<file path="src/rtl/cpu_regs_consts.svh">
// Constants for the status and option register bank
`ifndef CPU_REGS_CONSTS_SVH
`define CPU_REGS_CONSTS_SVH
// Overview of operation
// - ALU flag update overrides status register write, except zero on clear-file
// - Timeout and powerdown flags ignore instruction writes
// - Status register accepted as any destination
// - Bank select low bit picks bank
// - Subtraction carries are inverted borrows
// - Clear-file zeros upper bits, sets zero
// - Status mirrored at 03h and 83h
// - Unimplemented bits and addresses read zero
// - Power-up and other resets differ
// - Option register fully readable and writable
// - Option bit 7 disables port pull-ups
// - Edge select: one rising, zero falling
// - Prescaler assign: watchdog or timer 1:1
`define STATUS_IDX       8'h03
`define STATUS_MIRROR    8'h83
`define OPTION_IDX       8'h81
`define CTRL_IDX         8'hC0
`define AXI_ADDR_W       12
`define OPTION_RST       8'hFF
`define STATUS_POR       8'h18
`define BIT_CARRY        0
`define BIT_DCARRY       1
`define BIT_ZERO         2
`define BIT_PD           3
`define BIT_TO           4
`define BIT_BANK_LO      5
`define BIT_OPT_PULLUP   7
`define BIT_OPT_EDGE     6
`define BIT_OPT_SRC      5
`define BIT_OPT_SEDGE    4
`define BIT_OPT_PSA      3
`define RESP_OKAY        2'h0
`define RESP_SLVERR      2'h2
`endif

</file>
<file path="src/rtl/cpu_regs_pkg.sv">
// Types shared by the status and option register bank
package cpu_regs_pkg;
    typedef struct packed {
        logic       pullup_disable_n;
        logic       ext_irq_edge_sel;
        logic       timer_clk_src;
        logic       timer_src_edge;
        logic       prescaler_assign;
        logic [2:0] prescale_rate;
    } option_t;

    typedef struct packed {
        logic [7:0] data;
        logic       dest_wr;
        logic       upd_zero;
        logic       upd_dc;
        logic       upd_carry;
        logic       alu_zero;
        logic       alu_dc;
        logic       alu_carry;
    } core_wr_t;

    typedef enum logic [1:0] {
        RST_NONE    = 2'b00,
        RST_POWERUP = 2'b01,
        RST_OTHER   = 2'b10
    } reset_kind_t;
endpackage

</file>
<file path="src/rtl/cpu_status_and_option_regs.sv">
// Status and option registers with core port and AXI4-Lite slave
//
// Chosen here: the AXI4-Lite register port.
`timescale 1ns/1ns
`default_nettype none
`include "cpu_regs_consts.svh"
module cpu_status_and_option_regs (
    input  wire logic                   clk,          // 250 MHz clock
    input  wire logic                   rstn,         // Async reset, low
    input  wire cpu_regs_pkg::reset_kind_t rst_kind,  // Reset cause, pulse
    input  wire logic                   wdt_timeout,  // Watchdog time-out
    input  wire logic                   clrwdt_exec,  // Clear-watchdog run
    input  wire logic                   sleep_exec,   // Sleep run
    input  wire logic [7:0]             core_addr,    // Core file address
    input  wire cpu_regs_pkg::core_wr_t core_wr,      // Core write bundle
    input  wire logic                   clr_file,     // Clear-file instr
    output logic [7:0]                  core_rdata,   // Core read data
    output logic                        bank_sel_lo,  // Direct bank select
    output logic                        pullup_off,   // All pull-ups off
    output logic                        irq_rising,   // Rising edge irq
    output logic                        tmr_ext_src,  // Timer on pin
    output logic                        tmr_fall_edge,// Count on falling
    output logic                        ps_to_wdt,    // Prescaler on wdt
    output logic [7:0]                  tmr_div_log2, // Timer divide log2
    output logic [7:0]                  wdt_div_log2, // Watchdog divide log2
    input  wire logic [`AXI_ADDR_W-1:0] s_awaddr,     // AXI write addr
    input  wire logic                   s_awvalid,    // AXI aw valid
    output logic                        s_awready,    // AXI aw ready
    input  wire logic [31:0]            s_wdata,      // AXI write data
    input  wire logic [3:0]             s_wstrb,      // AXI byte enables
    input  wire logic                   s_wvalid,     // AXI w valid
    output logic                        s_wready,     // AXI w ready
    output logic [1:0]                  s_bresp,      // AXI write resp
    output logic                        s_bvalid,     // AXI b valid
    input  wire logic                   s_bready,     // AXI b ready
    input  wire logic [`AXI_ADDR_W-1:0] s_araddr,     // AXI read addr
    input  wire logic                   s_arvalid,    // AXI ar valid
    output logic                        s_arready,    // AXI ar ready
    output logic [31:0]                 s_rdata,      // AXI read data
    output logic [1:0]                  s_rresp,      // AXI read resp
    output logic                        s_rvalid,     // AXI r valid
    input  wire logic                   s_rready      // AXI r ready
);
    logic [7:0]            status_ff;
    logic [7:0]            nxt_status;
    cpu_regs_pkg::option_t option_ff;
    cpu_regs_pkg::option_t nxt_option;
    logic                  awready_ff, wready_ff, arready_ff;
    logic [7:0]            core_rdata_ff;
    logic                  bank_ff, pull_ff, edge_ff, src_ff, sedge_ff;
    logic                  psw_ff;
    logic [7:0]            tdiv_ff, wdiv_ff;
    logic [`AXI_ADDR_W-1:0] awaddr_ff;
    logic [31:0]           wdata_ff;
    logic [3:0]            wstrb_ff;
    logic                  aw_got_ff, w_got_ff, bvalid_ff, rvalid_ff;
    logic [1:0]            bresp_ff, rresp_ff;
    logic [31:0]           rdata_ff;
    wire  logic [7:0]      tdiv_w, wdiv_w;
    wire  logic            psw_w;

    // Register index from a byte address; unaligned or high bits miss
    function automatic logic [8:0] reg_idx(input logic [`AXI_ADDR_W-1:0] a);
        reg_idx = (a[1:0] == 2'b00 && a[`AXI_ADDR_W-1:10] == '0) ?
                  {1'b1, a[9:2]} : 9'h000;
    endfunction

    function automatic logic is_status(input logic [7:0] idx);
        is_status = (idx == `STATUS_IDX) || (idx == `STATUS_MIRROR);
    endfunction

    function automatic logic [7:0] read_reg(input logic [7:0] idx);
        if (is_status(idx))
            read_reg = status_ff;
        else if (idx == `OPTION_IDX)
            read_reg = option_ff;
        else
            read_reg = 8'h00;
    endfunction

    // Core write path: mirrored status accepted as any destination
    wire logic core_st_wr = core_wr.dest_wr && is_status(core_addr);
    wire logic core_op_wr = core_wr.dest_wr &&
                            (core_addr == `OPTION_IDX);
    // AXI write fires once both address and data are held
    wire logic axi_wr     = aw_got_ff && w_got_ff && !bvalid_ff;
    wire logic [8:0] w_idx = reg_idx(awaddr_ff);
    wire logic axi_hit_st = axi_wr && w_idx[8] && is_status(w_idx[7:0])
                            && wstrb_ff[0];
    wire logic axi_hit_op = axi_wr && w_idx[8] &&
                            (w_idx[7:0] == `OPTION_IDX) && wstrb_ff[0];
    wire logic axi_map    = w_idx[8] && (is_status(w_idx[7:0]) ||
                            w_idx[7:0] == `OPTION_IDX);
    wire logic [8:0] r_idx = reg_idx(s_araddr);
    wire logic r_map      = r_idx[8] && (is_status(r_idx[7:0]) ||
                            r_idx[7:0] == `OPTION_IDX);
    wire logic ar_take    = s_arvalid && !rvalid_ff;

    // Next status: bank and flags writable, reset-cause bits only by events
    always_comb begin
        nxt_status = status_ff;
        if (axi_hit_st) begin
            nxt_status[7:5] = wdata_ff[7:5];
            nxt_status[2:0] = wdata_ff[2:0];
        end
        if (core_st_wr) begin
            nxt_status[7:5] = core_wr.data[7:5];
            nxt_status[2:0] = core_wr.data[2:0];
        end
        if (clr_file && core_st_wr) begin
            nxt_status[7:5] = 3'h0;
            nxt_status[`BIT_ZERO] = 1'b1;
            nxt_status[1:0] = status_ff[1:0];
        end
        // ALU-driven flags win over the register write to them, except zero during a status clear-file
        if (core_wr.upd_zero && !(clr_file && core_st_wr))
            nxt_status[`BIT_ZERO] = core_wr.alu_zero;
        if (core_wr.upd_dc)
            nxt_status[`BIT_DCARRY] = core_wr.alu_dc;
        if (core_wr.upd_carry)
            nxt_status[`BIT_CARRY] = core_wr.alu_carry;
        // Only reset, watchdog and sleep touch these two bits
        if (clrwdt_exec) begin
            nxt_status[`BIT_TO] = 1'b1;
            nxt_status[`BIT_PD] = 1'b1;
        end
        if (sleep_exec) begin
            nxt_status[`BIT_TO] = 1'b1;
            nxt_status[`BIT_PD] = 1'b0;
        end
        if (wdt_timeout)
            nxt_status[`BIT_TO] = 1'b0;
        if (rst_kind == cpu_regs_pkg::RST_POWERUP)
            nxt_status = `STATUS_POR;
        else if (rst_kind == cpu_regs_pkg::RST_OTHER)
            nxt_status[7:5] = 3'h0;
    end

    always_comb begin
        nxt_option = option_ff;
        if (axi_hit_op)
            nxt_option = wdata_ff[7:0];
        if (core_op_wr)
            nxt_option = core_wr.data;
        if (rst_kind != cpu_regs_pkg::RST_NONE)
            nxt_option = `OPTION_RST;
    end

    // Hardware reset is the power-up set; flags start cleared here
    always_ff @(posedge clk or negedge rstn) begin
        if (!rstn) begin
            status_ff   <= `STATUS_POR;
            option_ff   <= `OPTION_RST;
        end else begin
            status_ff   <= nxt_status;
            option_ff   <= nxt_option;
        end
    end

    prescale_decode u_ps (
        .opt          (option_ff),
        .tmr_div_log2 (tdiv_w),
        .wdt_div_log2 (wdiv_w),
        .ps_to_wdt    (psw_w)
    );

    // Outputs are registered, so they lag the register by one cycle
    always_ff @(posedge clk or negedge rstn) begin
        if (!rstn) begin
            core_rdata_ff <= 8'h00;
            bank_ff  <= 1'b0;
            pull_ff  <= 1'b1;
            edge_ff  <= 1'b1;
            src_ff   <= 1'b1;
            sedge_ff <= 1'b1;
            psw_ff   <= 1'b1;
            tdiv_ff  <= 8'h00;
            wdiv_ff  <= 8'h07;
        end else begin
            core_rdata_ff <= read_reg(core_addr);
            bank_ff  <= status_ff[`BIT_BANK_LO];
            pull_ff  <= option_ff.pullup_disable_n;
            edge_ff  <= option_ff.ext_irq_edge_sel;
            src_ff   <= option_ff.timer_clk_src;
            sedge_ff <= option_ff.timer_src_edge;
            psw_ff   <= psw_w;
            tdiv_ff  <= tdiv_w;
            wdiv_ff  <= wdiv_w;
        end
    end

    // AXI4-Lite slave: aw and w taken in either order, one write at a time
    always_ff @(posedge clk or negedge rstn) begin
        if (!rstn) begin
            awaddr_ff <= '0;
            wdata_ff  <= 32'h0000_0000;
            wstrb_ff  <= 4'h0;
            aw_got_ff <= 1'b0;
            w_got_ff  <= 1'b0;
            bvalid_ff <= 1'b0;
            bresp_ff  <= `RESP_OKAY;
            awready_ff <= 1'b1;
            wready_ff  <= 1'b1;
        end else begin
            // Ready flops track !got && !bvalid so no output is combinational
            if (s_awvalid && !aw_got_ff && !bvalid_ff) begin
                awaddr_ff <= s_awaddr;
                aw_got_ff <= 1'b1;
                awready_ff <= 1'b0;
            end
            if (s_wvalid && !w_got_ff && !bvalid_ff) begin
                wdata_ff <= s_wdata;
                wstrb_ff <= s_wstrb;
                w_got_ff <= 1'b1;
                wready_ff <= 1'b0;
            end
            if (axi_wr) begin
                bvalid_ff <= 1'b1;
                bresp_ff  <= axi_map ? `RESP_OKAY : `RESP_SLVERR;
                aw_got_ff <= 1'b0;
                w_got_ff  <= 1'b0;
            end else if (bvalid_ff && s_bready) begin
                bvalid_ff <= 1'b0;
                awready_ff <= 1'b1;
                wready_ff  <= 1'b1;
            end
        end
    end

    always_ff @(posedge clk or negedge rstn) begin
        if (!rstn) begin
            rvalid_ff <= 1'b0;
            rdata_ff  <= 32'h0000_0000;
            rresp_ff  <= `RESP_OKAY;
            arready_ff <= 1'b1;
        end else if (ar_take) begin
            rvalid_ff <= 1'b1;
            arready_ff <= 1'b0;
            rdata_ff  <= {24'h000000, r_idx[8] ? read_reg(r_idx[7:0])
                                               : 8'h00};
            rresp_ff  <= r_map ? `RESP_OKAY : `RESP_SLVERR;
        end else if (rvalid_ff && s_rready) begin
            rvalid_ff <= 1'b0;
            arready_ff <= 1'b1;
        end
    end

    assign s_awready     = awready_ff;
    assign s_wready      = wready_ff;
    assign s_bvalid      = bvalid_ff;
    assign s_bresp       = bresp_ff;
    assign s_arready     = arready_ff;
    assign s_rvalid      = rvalid_ff;
    assign s_rdata       = rdata_ff;
    assign s_rresp       = rresp_ff;
    assign core_rdata    = core_rdata_ff;
    assign bank_sel_lo   = bank_ff;
    assign pullup_off    = pull_ff;
    assign irq_rising    = edge_ff;
    assign tmr_ext_src   = src_ff;
    assign tmr_fall_edge = sedge_ff;
    assign ps_to_wdt     = psw_ff;
    assign tmr_div_log2  = tdiv_ff;
    assign wdt_div_log2  = wdiv_ff;

    flag_override_a: assert property (
        @(posedge clk) disable iff (!rstn)
        (core_wr.upd_carry && rst_kind != cpu_regs_pkg::RST_POWERUP)
        |=> status_ff[`BIT_CARRY] == $past(core_wr.alu_carry))
        else $error("carry not taken from alu");
    reset_cause_a: assert property (
        @(posedge clk) disable iff (!rstn)
        (rst_kind == cpu_regs_pkg::RST_NONE && !wdt_timeout && !clrwdt_exec
         && !sleep_exec) |=> $stable(status_ff[4:3]))
        else $error("reset cause bits changed by write");
    clear_file_a: assert property (
        @(posedge clk) disable iff (!rstn)
        (clr_file && core_st_wr && !core_wr.upd_dc && !core_wr.upd_carry &&
         rst_kind == cpu_regs_pkg::RST_NONE)
        |=> status_ff[7:5] == 3'h0 && status_ff[`BIT_ZERO] &&
            status_ff[1:0] == $past(status_ff[1:0]))
        else $error("clear file result wrong");
    bank_out_a: assert property (
        @(posedge clk) disable iff (!rstn)
        ##1 bank_sel_lo == $past(status_ff[`BIT_BANK_LO]))
        else $error("bank select lags wrong");
    timer_ratio_a: assert property (
        @(posedge clk) disable iff (!rstn)
        !option_ff.prescaler_assign |-> ##1
        tmr_div_log2 == {5'h00, $past(option_ff.prescale_rate)} + 8'h01)
        else $error("timer ratio wrong");
    wdt_one_a: assert property (
        @(posedge clk) disable iff (!rstn)
        option_ff.prescaler_assign |=> tmr_div_log2 == 8'h00 && ps_to_wdt)
        else $error("timer not 1:1 with prescaler on wdt");
    power_reset_a: assert property (
        @(posedge clk) disable iff (!rstn)
        rst_kind == cpu_regs_pkg::RST_POWERUP |=>
        status_ff == `STATUS_POR && option_ff == `OPTION_RST)
        else $error("power-up values wrong");
    sleep_pd_a: assert property (
        @(posedge clk) disable iff (!rstn)
        (sleep_exec && !wdt_timeout && rst_kind == cpu_regs_pkg::RST_NONE)
        |=> !status_ff[`BIT_PD] && status_ff[`BIT_TO])
        else $error("sleep flags wrong");
    unmapped_read_a: assert property (
        @(posedge clk) disable iff (!rstn)
        (ar_take && !r_map) |=> s_rdata == 32'h0 && s_rresp == `RESP_SLVERR)
        else $error("unmapped read not zero");
    opt_out_a: assert property (
        @(posedge clk) disable iff (!rstn)
        ##1 {pullup_off, irq_rising, tmr_ext_src, tmr_fall_edge} ==
            $past(option_ff[7:4]))
        else $error("option field outputs wrong");
    axi_opt_a: assert property (
        @(posedge clk) disable iff (!rstn)
        (axi_hit_op && !core_op_wr && rst_kind == cpu_regs_pkg::RST_NONE)
        |=> option_ff == $past(wdata_ff[7:0]))
        else $error("option write not taken");
endmodule
`default_nettype wire

</file>
<file path="src/rtl/prescale_decode.sv">
// Prescaler routing and divide ratio decode from the option fields
`timescale 1ns/1ns
`default_nettype none
module prescale_decode (
    input  wire cpu_regs_pkg::option_t opt,        // Option fields
    output logic [7:0]                 tmr_div_log2, // Timer divide, log2
    output logic [7:0]                 wdt_div_log2, // Watchdog divide, log2
    output logic                       ps_to_wdt     // Prescaler on watchdog
);
    assign ps_to_wdt    = opt.prescaler_assign;
    assign tmr_div_log2 = opt.prescaler_assign ? 8'h00 :
                          {5'h00, opt.prescale_rate} + 8'h01;
    assign wdt_div_log2 = opt.prescaler_assign ?
                          {5'h00, opt.prescale_rate} : 8'h00;
endmodule
`default_nettype wire
</file>
<file path="config.mk">
export PLATFORM = sky130hd
export DESIGN_NAME = cpu_status_and_option_regs
export DESIGN_NICKNAME = d
export VERILOG_FILES = /design/src/rtl/cpu_regs_pkg.sv /design/src/rtl/cpu_status_and_option_regs.sv /design/src/rtl/prescale_decode.sv
export VERILOG_INCLUDE_DIRS = /design/src /design/src/rtl
export SDC_FILE = /design/constraint.sdc
export NUM_CORES = 1
export LEC_CHECK = 0
export BUFFER_PORTS_ARGS = -buffer_cell sky130_fd_sc_hd__buf_4
export CAP_MARGIN = 30
export CELL_PAD_IN_SITES_DETAIL_PLACEMENT = 0
export CELL_PAD_IN_SITES_GLOBAL_PLACEMENT = 2
export CORE_MARGIN = 1
export CORE_UTILIZATION = 30
export DETAILED_ROUTE_END_ITERATION = 8
export PLACE_DENSITY_LB_ADDON = 0.1
export RECOVER_POWER = 50
export SYNTH_ARGS = -nofsm -noshare
export SYNTH_HDL_FRONTEND = slang
export SYNTH_SLANG_ARGS = --single-unit
</file>
<file path="constraint.sdc">
create_clock -name clk -period 4.2 [get_ports clk]
set_clock_uncertainty 0.05 [all_clocks]
set_input_delay 0.21 -clock clk [delete_from_list [all_inputs] [get_ports clk]]
set_output_delay 0.21 -clock clk [all_outputs]
set_load 0.01 [all_outputs]
</file>
Yosys cells after proc, flatten, opt, wreduce, memory -nomap -nowiden --
Index checks and enable logic that the tools add are counted.
Cells by class: reductions and logical operators 50, $add $sub $neg 1, multiplexer cells 45, equality and inequality tests 13
Operator list (count):
- $mux 8 | 9
- $eq 8x8->1 const B | 6
- $mux 3 | 9
- $eq 8x2->1 const B | 3
- $logic_and 1x1->1 | 22
- $mux 1 | 20
- $mux 9 | 2
- $reduce_bool 4->1 | 3
- $reduce_bool 2->1 | 5
- $reduce_bool 5->1 | 2
- $logic_not 2->1 | 4
- $mux 2 | 4
- $ne 3x2->1 const B | 2
- $reduce_bool 3->1 | 2
- $logic_not 1->1 | 5
- $logic_or 1x1->1 | 5
- $mux 5 | 1
- $add 3x1->4 const B | 1
- $reduce_and 2->1 | 2
- $eq 2x1->1 const B | 1
- $eq 2x2->1 const B | 1
Word-level totals: bits of input ports 96, bits in registers 86, word-level logic and storage cells 143

Logic depth before layout (Yosys ltp) --
Gate-level depths: netlist of the first run.
word-level depth 12, gate-level depth with buffers 5

Cells and area by module --
From an unflattened synthesis of the first run, not the netlist that was laid out.
Unflattened totals: cells, all modules 317, area, all modules 3671.0 µm²
By module, submodules not included:
- cpu_status_and_option_regs | sequential area each 2128.3 µm², times used 1, area each 3522.1 µm², cells each 297
- prescale_decode | sequential area each 0.0 µm², times used 1, area each 148.9 µm², cells each 20

Worst setup path before layout of the first run --
OpenSTA, ideal clock, no wires.
kind input-to-reg, start input core_addr[3], end register status_ff[0], data arrival time 1.787 ns, library setup time 0.128 ns, setup slack 2.236 ns, buffers on the path 1, stages 5, cell sequence or4b_1 or3_4 buf_6 o32ai_4 mux2_1
Between the ends: longest elaborated chain between the ends 7
Ends and longest elaborated chain:
- from (decl) | line cpu_status_and_option_regs.sv:14 | input wire logic [7:0] core_addr,
- $eq 8x2->1 (no source line) or $eq 8x8->1 (tied branches)
- $logic_or 1x1->1 * | line cpu_status_and_option_regs.sv:69 | is_status = (idx == `STATUS_IDX) || (idx == `STATUS_MIRROR);
- $logic_and 1x1->1 * | line cpu_status_and_option_regs.sv:82 | wire logic core_st_wr = core_wr.dest_wr && is_status(core_addr);
- $mux 3 | line cpu_status_and_option_regs.sv:106 | if (core_st_wr) begin
- $mux 3 | line cpu_status_and_option_regs.sv:110 | if (clr_file && core_st_wr) begin
- $mux 1 | line cpu_status_and_option_regs.sv:120 | if (core_wr.upd_carry)
- $mux 5 | line cpu_status_and_option_regs.sv:133 | if (rst_kind == cpu_regs_pkg::RST_POWERUP)
- to (signal assigned) | line cpu_status_and_option_regs.sv:152 | status_ff <= `STATUS_POR;
- to (signal assigned) | line cpu_status_and_option_regs.sv:155 | status_ff <= nxt_status;
- to (decl) | line cpu_status_and_option_regs.sv:44 | logic [7:0] status_ff;
Mark *: on every way between the ends. The rest lies on a longest branch, timed or not. The select of a mux whose other input is x is not followed. A chain may end at the register's enable or synchronous reset.

==> summary.md, run 1 <==
| Metric | Value |
|---|---|
| Synth Area in Compound Gates | `around 14%` |
| Die width | `~110 um` |
| Core region area | `approximately 11000 um2` |
| Period Utilization, post-route | `~56%` |
| Global Route met2 Usage | `about a quarter` |
| TritonCTS buffer count | `9` |
| Post-synth top flop | `dfrtp_1` |
| Post-synthesis xor/xnor area fraction | `less than 1%` |
| Synth Area in Simple Gates | `12.0%` |
| Detailed Routing Iterations Pass 1 | `4` |
| Sequential Power Share | `between 40% and 50%` |
| Post-synth ARST share | `100%` |
| Critical path class | `in2async` |
| Max_slew headroom | `-11.8%` |
| Pin count of the biggest net entering global routing | `76` |
| Switching part of the total | `between 20% and 30%` |
| Clock Latency Late Sink | `330 ps` |
| Site row count | `39` |
| Starting Density | `30.9%` |
| Vias | `roughly 2600` |
| Reg clk slew, reported paths | `around 60 ps` |
| Max-slew violations | `between 60 and 70` |
| Unrepaired setup endpoints after global routing | `false` |
| Status | `finished with violations` |
| CP arrival | `2420 ps` |
| Final non-filler cell total | `about 560` |
| DR DRC count | `0` |
| Clk buf depth | `2` |
| Post-Synth Adder-Cell Area | `less than 1%` |
| Pint | `between 1500 and 2000 uW` |
| Clk root buf | `clkbuf_16` |
| Post-synth EDFFs | `0` |
| Layout Nets | `~500` |
| Combinational Power Share | `between 10% and 20%` |
| Grt ovf | `0` |
| CP peak stage delay | `between 1000 and 1500 ps` |
| Sequential cell area fraction in the yosys report | `53.6%` |
| Synthesis-to-finish area growth | `32.2%` |
| Peak VDD IR | `~0.00022 V` |
| Max-cap violation count | `1` |
| Failing checks | `max-capacitance violations, max-slew violations` |
| Achievable Freq | `approximately 0.43 GHz` |
| Placed wire-length estimate | `around 6500 um` |
| Antenna cells | `0` |
| Initial antenna violation count | `0` |
| Filler instances | `roughly 1100` |
| Post-synthesis cell type count | `47` |
| Detailed router's first-iteration violation count | `between 80 and 90` |
| CTS tree | `done` |
| Crit Path Max Fanout | `68` |
| Final hold violation count | `0` |
| Worst Hold Class | `in2reg` |
| Via/cell ratio | `between 4 and 5` |
| Dpl cell area | `4360 um2` |
| CP max-delay cell | `clkbuf_2` |
| Placed insts | `537` |
| WP data required | `between 4000 and 5000 ps` |
| Area leader, netlist | `dfrtp_1` |
| Port Buffer Count | `104` |
| Global Route Usage Sum | `14.9%` |
| Met3 usage | `under 10%` |
| Tmin final | `about 2400 ps` |
| Util after Layout | `approximately 40%` |
| Fin area | `4690 um2` |
| Placer Congestion | `between 0.7 and 0.8` |
| Setup_tns | `0 ps` |
| Global-route wire length before repair | `14300 um` |
| Clock power frac | `36.2%` |
| Met1 Use GR | `between 15 and 20%` |
| Power Dens Cells | `about 480 nW/um2` |
| CP Capture Type | `async pin` |
| Post-synthesis cell area | `3550 um2` |
| Vias in the first global route | `between 2000 and 3000` |
| Worst-path cell chain | `dlygate4sd3_1 -> clkbuf_1 -> clkbuf_2` |
| NetSw | `between 500 and 600 uW` |
| Avg Inst Size Synth | `between 10 and 15 um2` |
| Clock Sinks | `75` |
| Largest cells by area after synthesis | `dfrtp_1 (38%), dfstp_2 (16%), mux2_2 (9.8%)` |
| Layout cells sized above 1 | `40.1%` |
| Wirelength, routed | `8810 um` |
| Overall power | `between 2000 and 2500 uW` |
| Wire per inst | `between 15 and 20 um` |
| Antenna-violating nets left | `0` |
| H-tree depth | `3` |
| Largest family of logic cells by synthesized area | `compound AO/OA/AOI/OAI gates` |
| Synth warn | `0` |
| Die H | `approximately 110 um` |
| Leak pwr | `0.00210 uW` |
| DIE AREA | `between 10000 and 15000 um2` |
| Setup Viol. Count Final | `0` |
| Synth top area share | `between 30% and 40%` |
| Top Ports | `167` |
| FF+latch count, synth | `75` |
| GRT busiest layer | `met2` |
| Post-synthesis mux area share | `10.2%` |
| Pin slew with the least headroom to its limit | `1680 ps` |
| Critical Path Source Type | `input port` |
| Mapped Cells | `around 300` |
## per-layer routing
layer  wire length, um  up-vias  share of wire [%]
met2              4200       81                 48
met4                92        0                1.0
li1                  -     1241                  -
met1              3940     1258                 45
met3               582        8                6.6
met5                 0        -                  0
## final cells by class
cell class | instances | area, um2 | area share, %
clock buffer | 12 | 246 | 5.25
inverter | 8 | 30.0 | 0.640
clock inverter | 4 | 73.8 | 1.57
sequential | 75 | 1900 | 40.6
multi-input combinational | 205 | 1440 | 30.8
timing repair buffer | 110 | 816 | 17.4
tap | 143 | 179 | 3.81
## placed cells by master (no fill, tap or decap), types with 5 or more instances in the layout
cell,synthesis,routed
nor2_1,16,16
a21o_1,5,5
o22a_1,8,8
a21oi_1,6,6
clkbuf_1,8,7
inv_1,8,8
o21ai_0,15,15
mux2_2,31,31
a22oi_1,8,8
conb_1,1,35
nand2_1,6,6
dfrtp_1,54,54
nand4_1,6,6
buf_4,35,100
dfstp_2,21,13
a221o_1,8,8
nor2b_1,5,5
and2_0,7,10
clkbuf_16,0,9
dfstp_1,0,8
## cells in the mapped netlist (3+ instances only)
master,count
and2_1,4
nor2b_1,5
o21ai_0,15
nand2_1,6
o22a_1,8
dfrtp_1,54
nand4_1,6
a221o_1,8
nor4_1,4
nor4b_1,4
dfstp_2,21
and2_0,7
a22oi_1,8
nor2_1,16
nor3_1,4
o31ai_1,3
mux2_2,31
a21o_1,5
nor3b_1,3
clkbuf_1,8
a21oi_1,6
inv_1,8
buf_4,35
o211ai_1,3
## worst paths after layout
path	startpoint	end	slack, ps	depth (start not counted)
max	rstn	wdata_ff[6]$_DFFE_PN0P_	1850	3
max in group clk	awaddr_ff[4]$_DFFE_PN0P_	option_ff[1]$_DFFE_PN1P_	1930	4
min reg2reg	option_ff[4]$_DFFE_PN1P_	tmr_fall_edge$_DFF_PN1_	360	0
min	s_rready	s_rvalid$_DFFE_PN0P_	20	2
min in group asynchronous	rstn	tmr_div_log2[3]$_DFF_PN0_	280	2
max reg2reg	awaddr_ff[4]$_DFFE_PN0P_	option_ff[1]$_DFFE_PN1P_	1930	4
## power by group through the flow
stage          clock, uW  sequential [uW]  combinational [uW]
6_report             820             1000                 444
3_3_place_gp           0             1020                 438
4_1_cts              851             1010                 455
3_5_place_dp           0             1020                 452
5_1_grt              880             1030                 497
2_1_floorplan          0              992                 302
## through the flow
step	hold slack, ps	setup slack (ps)
floorplan	-136	2240
global placement	331	1770
detailed placement	333	1770
CTS	8.97	1870
global route	31.8	1410
finish	18.5	1850
## worst max-delay path: cells and delay by family
family	cells	cell delay, ps
buffers and inverters	3	2150
## registers in the layout (all words and copies together) (netlist names), 3 cells and up
| signal | cells |
|---|---|
| awaddr_ff | 12 |
| tmr_div_log2 | 4 |
| wdt_div_log2 | 3 |
| option_ff | 8 |
| s_rdata | 8 |
| wdata_ff | 8 |
| core_rdata | 8 |
| status_ff | 8 |
## repair_timing
action,CTS,global route
hold endpoints to repair,2,58
buffers inserted,0,0
hold buffers,2,1
gates resized for setup,0,0
## kinds of logic after synthesis
kind of cell / after synthesis
AND/OR/NAND/NOR: 71
multiplexers: 32
adder cells (fa/ha/maj): 1
AO/OA/AOI/OAI: 65
flip-flops: 75
buffers and inverters: 53
XOR/XNOR: 1
other: 1
Power figures use the tool's default switching activity.
==> run 2: changes to the inputs <==
- CORE_UTILIZATION: 30 -> 28
- clock period: 4.2 -> 2.3 ns (I/O delays scaled with it)
==> run 2 against run 1 <==
  * The run now ends clean
  * Combinational power is 99% higher
  * Critical path depth up 1
  * Cell count increased by 13%
  * Wire length rose by 5.1%
  * Global-route usage down 0.32 points
  * Die area rose by 7.0%
  * Total power grew 97%
==> summary.md, run 2 (synthesis results as in run 1) <==
| Metric | Value |
|---|---|
| Core region area | `12200 um2 (was 11500 um2)` |
| Worst Hold Class | `in2reg (unchanged)` |
| Unrepaired setup endpoints after global routing | `false (unchanged)` |
| Vias | `2801 (was 2588)` |
| Vias in the first global route | `2756 (was 2638)` |
| Antenna cells | `0 (unchanged)` |
| CP max-delay cell | `and4_1 (was clkbuf_2)` |
| Port Buffer Count | `104 (unchanged)` |
| Max-slew violations | `0 (was 69)` |
| Filler instances | `1169 (was 1141)` |
| DR DRC count | `0 (unchanged)` |
| Antenna-violating nets left | `0 (unchanged)` |
| Switching part of the total | `24.6% (was 25.9%)` |
| Worst-path cell chain | `nor4_1 -> and4_1 -> o32ai_4 -> mux2_1 (was dlygate4sd3_1 -> clkbuf_1 -> clkbuf_2)` |
| Setup_tns | `0 ps (unchanged)` |
| Clock power frac | `39.3% (was 36.2%)` |
| Sequential Power Share | `41.0% (was 44.3%)` |
| Leak pwr | `0.00231 uW (was 0.00210 uW)` |
| Achievable Freq | `0.488 GHz` |
| Period Utilization, post-route | `around nine tenths` |
| Max-cap violation count | `0 (was 1)` |
| Placed wire-length estimate | `6600 um (was 6470 um)` |
| Critical Path Source Type | `flip-flop (was input port)` |
| Wire per inst | `14.7 um (was 15.8 um)` |
| Detailed Routing Iterations Pass 1 | `4 (unchanged)` |
| CP Capture Type | `flip-flop (was async pin)` |
| Combinational Power Share | `19.7% (was 19.6%)` |
| TritonCTS buffer count | `9 (unchanged)` |
| Layout cells sized above 1 | `38.3% (was 40.1%)` |
| Pint | `3370 uW (was 1680 uW)` |
| H-tree depth | `3 (unchanged)` |
| Clock Latency Late Sink | `330 ps (about the same)` |
| Starting Density | `29.2% (was 30.9%)` |
| WP data required | `2460 ps (was 4270 ps)` |
| Via/cell ratio | `4.46 (was 4.65)` |
| CP arrival | `2210 ps (was 2420 ps)` |
| Synthesis-to-finish area growth | `46.1% (was 32.2%)` |
| Die width | `115 um (was 111 um)` |
| Top Ports | `167 (unchanged)` |
| Largest register FFs | `12 (unchanged)` |
| CP delay by family, top | `simple AND/OR/NAND/NOR gates (was buffers and inverters)` |
| Placer Congestion | `0.737 (was 0.738)` |
| Clk root buf | `clkbuf_16 (unchanged)` |
| Final hold violation count | `0 (unchanged)` |
| Layout Nets | `552 (was 506)` |
| NetSw | `1100 uW (was 588 uW)` |
| Most common cell after layout, fill and taps aside | `buf_4 (unchanged)` |
| Crit Path Max Fanout | `7 (was 68)` |
| Global-route wire length before repair | `14400 um (was 14300 um)` |
| Post CTS Setup Buffer Count | `0 (unchanged)` |
| Initial antenna violation count | `0 (unchanged)` |
| CTS Hold Bufs | `36 (was 2)` |
| Clk buf depth | `2 (unchanged)` |
| Status | `finished clean (was finished with violations)` |
| Die H | `115 um (was 111 um)` |
| DP Worst Slack | `246 ps (was 1770 ps)` |
| Grt ovf | `0 (unchanged)` |
| Setup Viol. Count Final | `0 (unchanged)` |
| Worst Path Buf+Inv | `0 (was 3)` |
| Power Dens Cells | `863 nW/um2 (was 484 nW/um2)` |
| Max_slew headroom | `38.5% (was -11.8%)` |
| Detailed router's first-iteration violation count | `96 (was 84)` |
| Tmin final | `2050 ps` |
| Top reg by flops | `awaddr_ff (unchanged)` |
| DIE AREA | `13100 um2 (was 12300 um2)` |
| Global Route Usage Sum | `14.6% (was 14.9%)` |
| Wirelength, routed | `9260 um (was 8810 um)` |
| CTS tree | `done (unchanged)` |
| Site row count | `40 (was 39)` |
| Commonest cells after routing, fill and taps aside | `buf_4 (108), dfrtp_1 (54), dlygate4sd3_1 (36) (was buf_4 (100), dfrtp_1 (54), conb_1 (35))` |
| Resize count post-CTS | `0 (unchanged)` |
| Setup ws final | `251 ps (was 1850 ps)` |
| Peak VDD IR | `0.000559 V (was 0.000216 V)` |
| Critical path class | `reg2reg (was in2async)` |
| Pin slew with the least headroom to its limit | `923 ps (was 1680 ps)` |
| Reg clk slew, reported paths | `60 ps (about the same)` |
| Pin count of the biggest net entering global routing | `74 (was 76)` |
| Clock Sinks | `75 (unchanged)` |
| CP peak stage delay | `530 ps (was 1290 ps)` |
-- run 2: cell types whose count changed in the layout (fill, tap and decap cells not counted), moves of 2 or more --
cell           before  now
dlygate4sd3_1       3   36
buf_4             100  108
clkbuf_1            7   10
bufinv_16           2    4
clkbuf_4            0    2
-- run 2: path summary, 6_finish.rpt --
path	start	slack (ps)	endpoint	cells after the start
setup / recovery	awaddr_ff[1]$_DFFE_PN0P_	250	status_ff[0]$_DFFE_PN0P_	4
hold / removal	clrwdt_exec	30	status_ff[4]$_DFFE_PN1P_	3
setup reg to reg	awaddr_ff[1]$_DFFE_PN0P_	250	status_ff[0]$_DFFE_PN0P_	4
hold reg to reg	option_ff[4]$_DFFE_PN1P_	360	tmr_fall_edge$_DFF_PN1_	0
max in group asynchronous	rstn	570	status_ff[3]$_DFFE_PN1P_	4
min in group asynchronous	rstn	180	tmr_div_log2[0]$_DFF_PN0_	2
-- run 2: routing by layer --
layer,wire length (um),vias up,GRT usage (%)
met3,471,7,3.55
met1,4220,1369,19.1
met2,4480,86,23.4
met4,86,0,5.45
met5,0,-,0
li1,-,1339,-
-- run 2: worst register-to-register path, cell delays in order (launching register included) --
cell and delay (ps):
dfrtp_1 380, nor4_1 520, and4_1 530, o32ai_4 140, mux2_1 320
-- run 2: power by group through the flow --
stage          clock network (uW)  logic (uW)  registers, uW
5_1_grt                      1870         989           1880
6_report                     1760         882           1830
3_5_place_dp                    0         847           1850
4_1_cts                      1800         900           1830
2_1_floorplan                   0         551           1810
3_3_place_gp                    0         831           1850
-- run 2: final cells by class --
cell class | count | area, um2 | share of cell area (%)
inverter | 8 | 30.0 | 0.579
clock inverter | 4 | 120 | 2.32
timing repair buffer | 156 | 1220 | 23.6
tap | 168 | 210 | 4.06
multi-input combinational | 205 | 1440 | 27.8
clock buffer | 12 | 256 | 4.95
sequential | 75 | 1900 | 36.7
-- run 2: stage by stage --
stage / hold WS [ps] / total power (uW) / util, % / area [um2] / cells
CTS: 17.6 / 4530 / 42.8 / 5210 / 627
global route: 27.6 / 4740 / 42.6 / 5180 / 628
global placement: 237 / 2680 / 36.7 / 4470 / 574
detailed placement: 238 / 2700 / 36.8 / 4470 / 575
floorplan: -231 / 2360 / - / 3680 / 333
finish: 29.4 / 4470 / 42.6 / 5180 / 628
==> run 3: changes to the inputs <==
- ABC_AREA: default -> 1
- CORE_UTILIZATION: 28 -> 26
==> run 3 against run 2 <==
  * First-iteration DRC count rose by 44%
  * Combinational power rose by 18%
  * Total power fell by 2.9%
  * Wire length rose by 4.5%
  * Fmax rose by 18%
  * Count of clock-buffer cells in the layout fell by 2
  * Flip-flop and latch count did not move
  * Area after synthesis rose by 7.0%
  * Clock power fell by 18%
  * Design area barely moved
  * Critical path type unchanged
==> summary.md, run 3 <==
| Metric | Value |
|---|---|
| Achievable Freq | `0.576 GHz (was 0.488 GHz)` |
| Largest register FFs | `12 (unchanged)` |
| Max-slew violations | `0 (unchanged)` |
| H-tree depth | `3 (unchanged)` |
| Top Ports | `167 (unchanged)` |
| Crit Path Max Fanout | `4 (was 7)` |
| Synth top cells by count | `nand2_1 (90), dfrtp_1 (54), inv_1 (49), nor2_1 (37), buf_4 (35) (was dfrtp_1 (54), buf_4 (35), mux2_2 (31), dfstp_2 (21), nor2_1 (16))` |
| Die width | `123 um (was 115 um)` |
| Grt ovf | `0 (unchanged)` |
| Post-synthesis cell area | `3800 um2 (was 3550 um2)` |
| CP peak stage delay | `400 ps (was 530 ps)` |
| Worst-path cell chain | `inv_1 -> nand3_1 -> nor3_1 -> nand2_1 -> nand2_1 -> nand2_1 -> nand3_1 -> nand2_1 (was nor4_1 -> and4_1 -> o32ai_4 -> mux2_1)` |
| Port Buffer Count | `104 (unchanged)` |
| Peak VDD IR | `0.000400 V (was 0.000559 V)` |
| Global Route Usage Sum | `13.5% (was 14.6%)` |
| Die H | `123 um (was 115 um)` |
| Largest cells by area after synthesis | `dfrtp_1 (36%), dfstp_2 (15%), nand2_1 (8.9%) (was dfrtp_1 (38%), dfstp_2 (16%), mux2_2 (9.8%))` |
| Unrepaired setup endpoints after global routing | `false (unchanged)` |
| Clock Latency Late Sink | `340 ps (was 330 ps)` |
| Placer Congestion | `0.679 (was 0.737)` |
| Worst Hold Class | `in2reg (unchanged)` |
| Leak pwr | `0.00273 uW (was 0.00231 uW)` |
| Post CTS Setup Buffer Count | `0 (unchanged)` |
| CP arrival | `1920 ps (was 2210 ps)` |
| Initial antenna violation count | `0 (unchanged)` |
| Mapped Cells | `438 (was 299)` |
| Reg clk slew, reported paths | `60 ps (about the same)` |
| CP max-delay cell | `dfrtp_1 (was and4_1)` |
| TritonCTS buffer count | `9 (unchanged)` |
| Critical Path Source Type | `flip-flop (unchanged)` |
| Final non-filler cell total | `758 (was 628)` |
| Resize count post-CTS | `0 (unchanged)` |
| Sequential Power Share | `42.9% (was 41.0%)` |
| Clk buf depth | `2 (unchanged)` |
| Synth warn | `0 (unchanged)` |
| Max_slew headroom | `31.1% (was 38.5%)` |
| Filler instances | `1495 (was 1169)` |
| Max-cap violation count | `0 (unchanged)` |
| Pint | `3030 uW (was 3370 uW)` |
| Area leader, netlist | `dfrtp_1 (unchanged)` |
| Pin count of the biggest net entering global routing | `76 (was 74)` |
| NetSw | `1310 uW (was 1100 uW)` |
| Setup Viol. Count Final | `0 (unchanged)` |
| Synth top area share | `35.6% (was 38.1%)` |
| Top-count cell post-synth | `nand2_1 (was dfrtp_1)` |
| Placed insts | `714 (was 575)` |
| Synthesis-to-finish area growth | `36.6% (was 46.1%)` |
| Fin area | `5190 um2 (was 5180 um2)` |
| Setup_tns | `0 ps (unchanged)` |
| Overall power | `4340 uW (was 4470 uW)` |
| Worst path most repeated cell | `nand2_1` |
| Layout Nets | `670 (was 552)` |
| Post-synth ARST share | `100% (unchanged)` |
| Combinational Power Share | `24.0% (was 19.7%)` |
| Sequential cell area fraction in the yosys report | `50.1% (was 53.6%)` |
| Placed wire-length estimate | `7010 um (was 6600 um)` |
| Core region area | `14000 um2 (was 12200 um2)` |
| Vias in the first global route | `2940 (was 2756)` |
| Wirelength, routed | `9680 um (was 9260 um)` |
| CP Capture Type | `flip-flop (unchanged)` |
| Wire per inst | `12.8 um (was 14.7 um)` |
| DR DRC count | `0 (unchanged)` |
| CP delay by family, top | `simple AND/OR/NAND/NOR gates (unchanged)` |
| Most common cell after layout, fill and taps aside | `buf_4 (unchanged)` |
| Antenna-violating nets left | `0 (unchanged)` |
| Period Utilization, post-route | `75.5% (was 89.1%)` |
| Post-synthesis cell type count | `35 (was 47)` |
| WP data required | `2480 ps (was 2460 ps)` |
| Global-route wire length before repair | `15100 um (was 14400 um)` |
| Via/cell ratio | `4.15 (was 4.46)` |
| Commonest cells after routing, fill and taps aside | `buf_4 (102), nand2_1 (90), dfrtp_1 (54) (was buf_4 (108), dfrtp_1 (54), dlygate4sd3_1 (36))` |
| CTS Hold Bufs | `28 (was 36)` |
| Site row count | `43 (was 40)` |
| Power Dens Cells | `837 nW/um2 (was 863 nW/um2)` |
| Clk root buf | `clkbuf_16 (unchanged)` |
| Clock Sinks | `75 (unchanged)` |
| Detailed router's first-iteration violation count | `138 (was 96)` |
| Switching part of the total | `30.2% (was 24.6%)` |
| Post-synth top flop | `dfrtp_1 (unchanged)` |
| Vias | `3148 (was 2801)` |
| Post-synth EDFFs | `0 (unchanged)` |
| Critical path class | `reg2reg (unchanged)` |
| Top reg by flops | `awaddr_ff (unchanged)` |
| Dpl cell area | `4640 um2 (was 4470 um2)` |
| Worst Path Buf+Inv | `1 (was 0)` |
| Antenna cells | `0 (unchanged)` |
| Util after Layout | `37.0% (was 42.6%)` |
| Clock power frac | `33.1% (was 39.3%)` |
| Layout cells sized above 1 | `28.9% (was 38.3%)` |
| CTS tree | `done (unchanged)` |
| Final hold violation count | `0 (unchanged)` |
| DIE AREA | `15100 um2 (was 13100 um2)` |
| FF+latch count, synth | `75 (unchanged)` |
| Tmin final | `1740 ps (was 2050 ps)` |
| Avg Inst Size Synth | `8.67 um2 (was 11.9 um2)` |
| Detailed Routing Iterations Pass 1 | `4 (unchanged)` |
| Status | `finished clean (unchanged)` |
| Starting Density | `27.0% (was 29.2%)` |
| Pin slew with the least headroom to its limit | `1030 ps (was 923 ps)` |
==> run 3: routing by layer <==
layer  global-route usage, %  vias up  part of all wire [%]
met5                       0        -                     0
met4                    5.87        0                   2.0
met3                    3.53       13                   6.3
met2                    20.3      117                    43
met1                    18.2     1416                    48
li1                        -     1602                     -
==> run 3: power by group through the flow <==
stage | clock network [uW] | logic, uW | registers [uW]
final | 1440 | 1040 | 1860
after global placement | 0 | 1010 | 1890
after floorplan | 0 | 654 | 1880
after detailed placement | 0 | 1020 | 1890
after global routing | 1540 | 1180 | 1910
after CTS | 1490 | 1070 | 1870
==> run 3: cell families (layout without fill, tap and decap cells) <==
family | Yosys count | after routing | share of synthesized area (%)
DFF | 75 | 75 | 50.1
AOI/OAI and AO/OA | 58 | 58 | 8.07
other | 1 | 35 | 0.0988
muxes | 9 | 9 | 2.67
and+or+nand+nor | 196 | 196 | 24.7
adders and majority gates | 1 | 1 | 0.329
buffers and inverters | 98 | 204 | 14.0
==> run 3: final cells by class <==
cell class	instances	area, um2	area share (%)
repair buffers	137	1080	20.8
inverters	51	191	3.69
clock buffers	10	239	4.61
clock inverters	6	65.1	1.25
well taps	180	225	4.34
multi-input cells	299	1490	28.6
flip-flops and latches	75	1900	36.7
==> run 3: path summary, 6_finish.rpt <==
kind	startpoint	to	slack (ps)	depth (start not counted)
worst max-delay path	s_bvalid$_DFFE_PN0P_	status_ff[0]$_DFFE_PN0P_	560	8
worst min-delay path	clrwdt_exec	status_ff[4]$_DFFE_PN1P_	20	3
worst max register to register	s_bvalid$_DFFE_PN0P_	status_ff[0]$_DFFE_PN0P_	560	8
worst min register to register	option_ff[4]$_DFFE_PN1P_	tmr_fall_edge$_DFF_PN1_	330	0
max in group asynchronous	rstn	status_ff[5]$_DFFE_PN0P_	960	3
min in group asynchronous	rstn	tmr_div_log2[0]$_DFF_PN0_	610	3
==> run 3: worst register-to-register path: stages (launching register included) <==
cell and delay, ps:
dfrtp_1 400, inv_1 130, nand3_1 130, nor3_1 360, nand2_1 230, nand2_1 110, nand2_1 100, nand3_1 80
nand2_1 50
==> run 3: stage by stage <==
| step | hold WS [ps] | setup WS (ps) |
|---|---|---|
| finish | 23.0 | 564 |
| global route | 42.1 | 380 |
| CTS | 15.5 | 626 |
| detailed placement | 127 | 641 |
| global placement | 126 | 678 |
| floorplan | -231 | 880 |
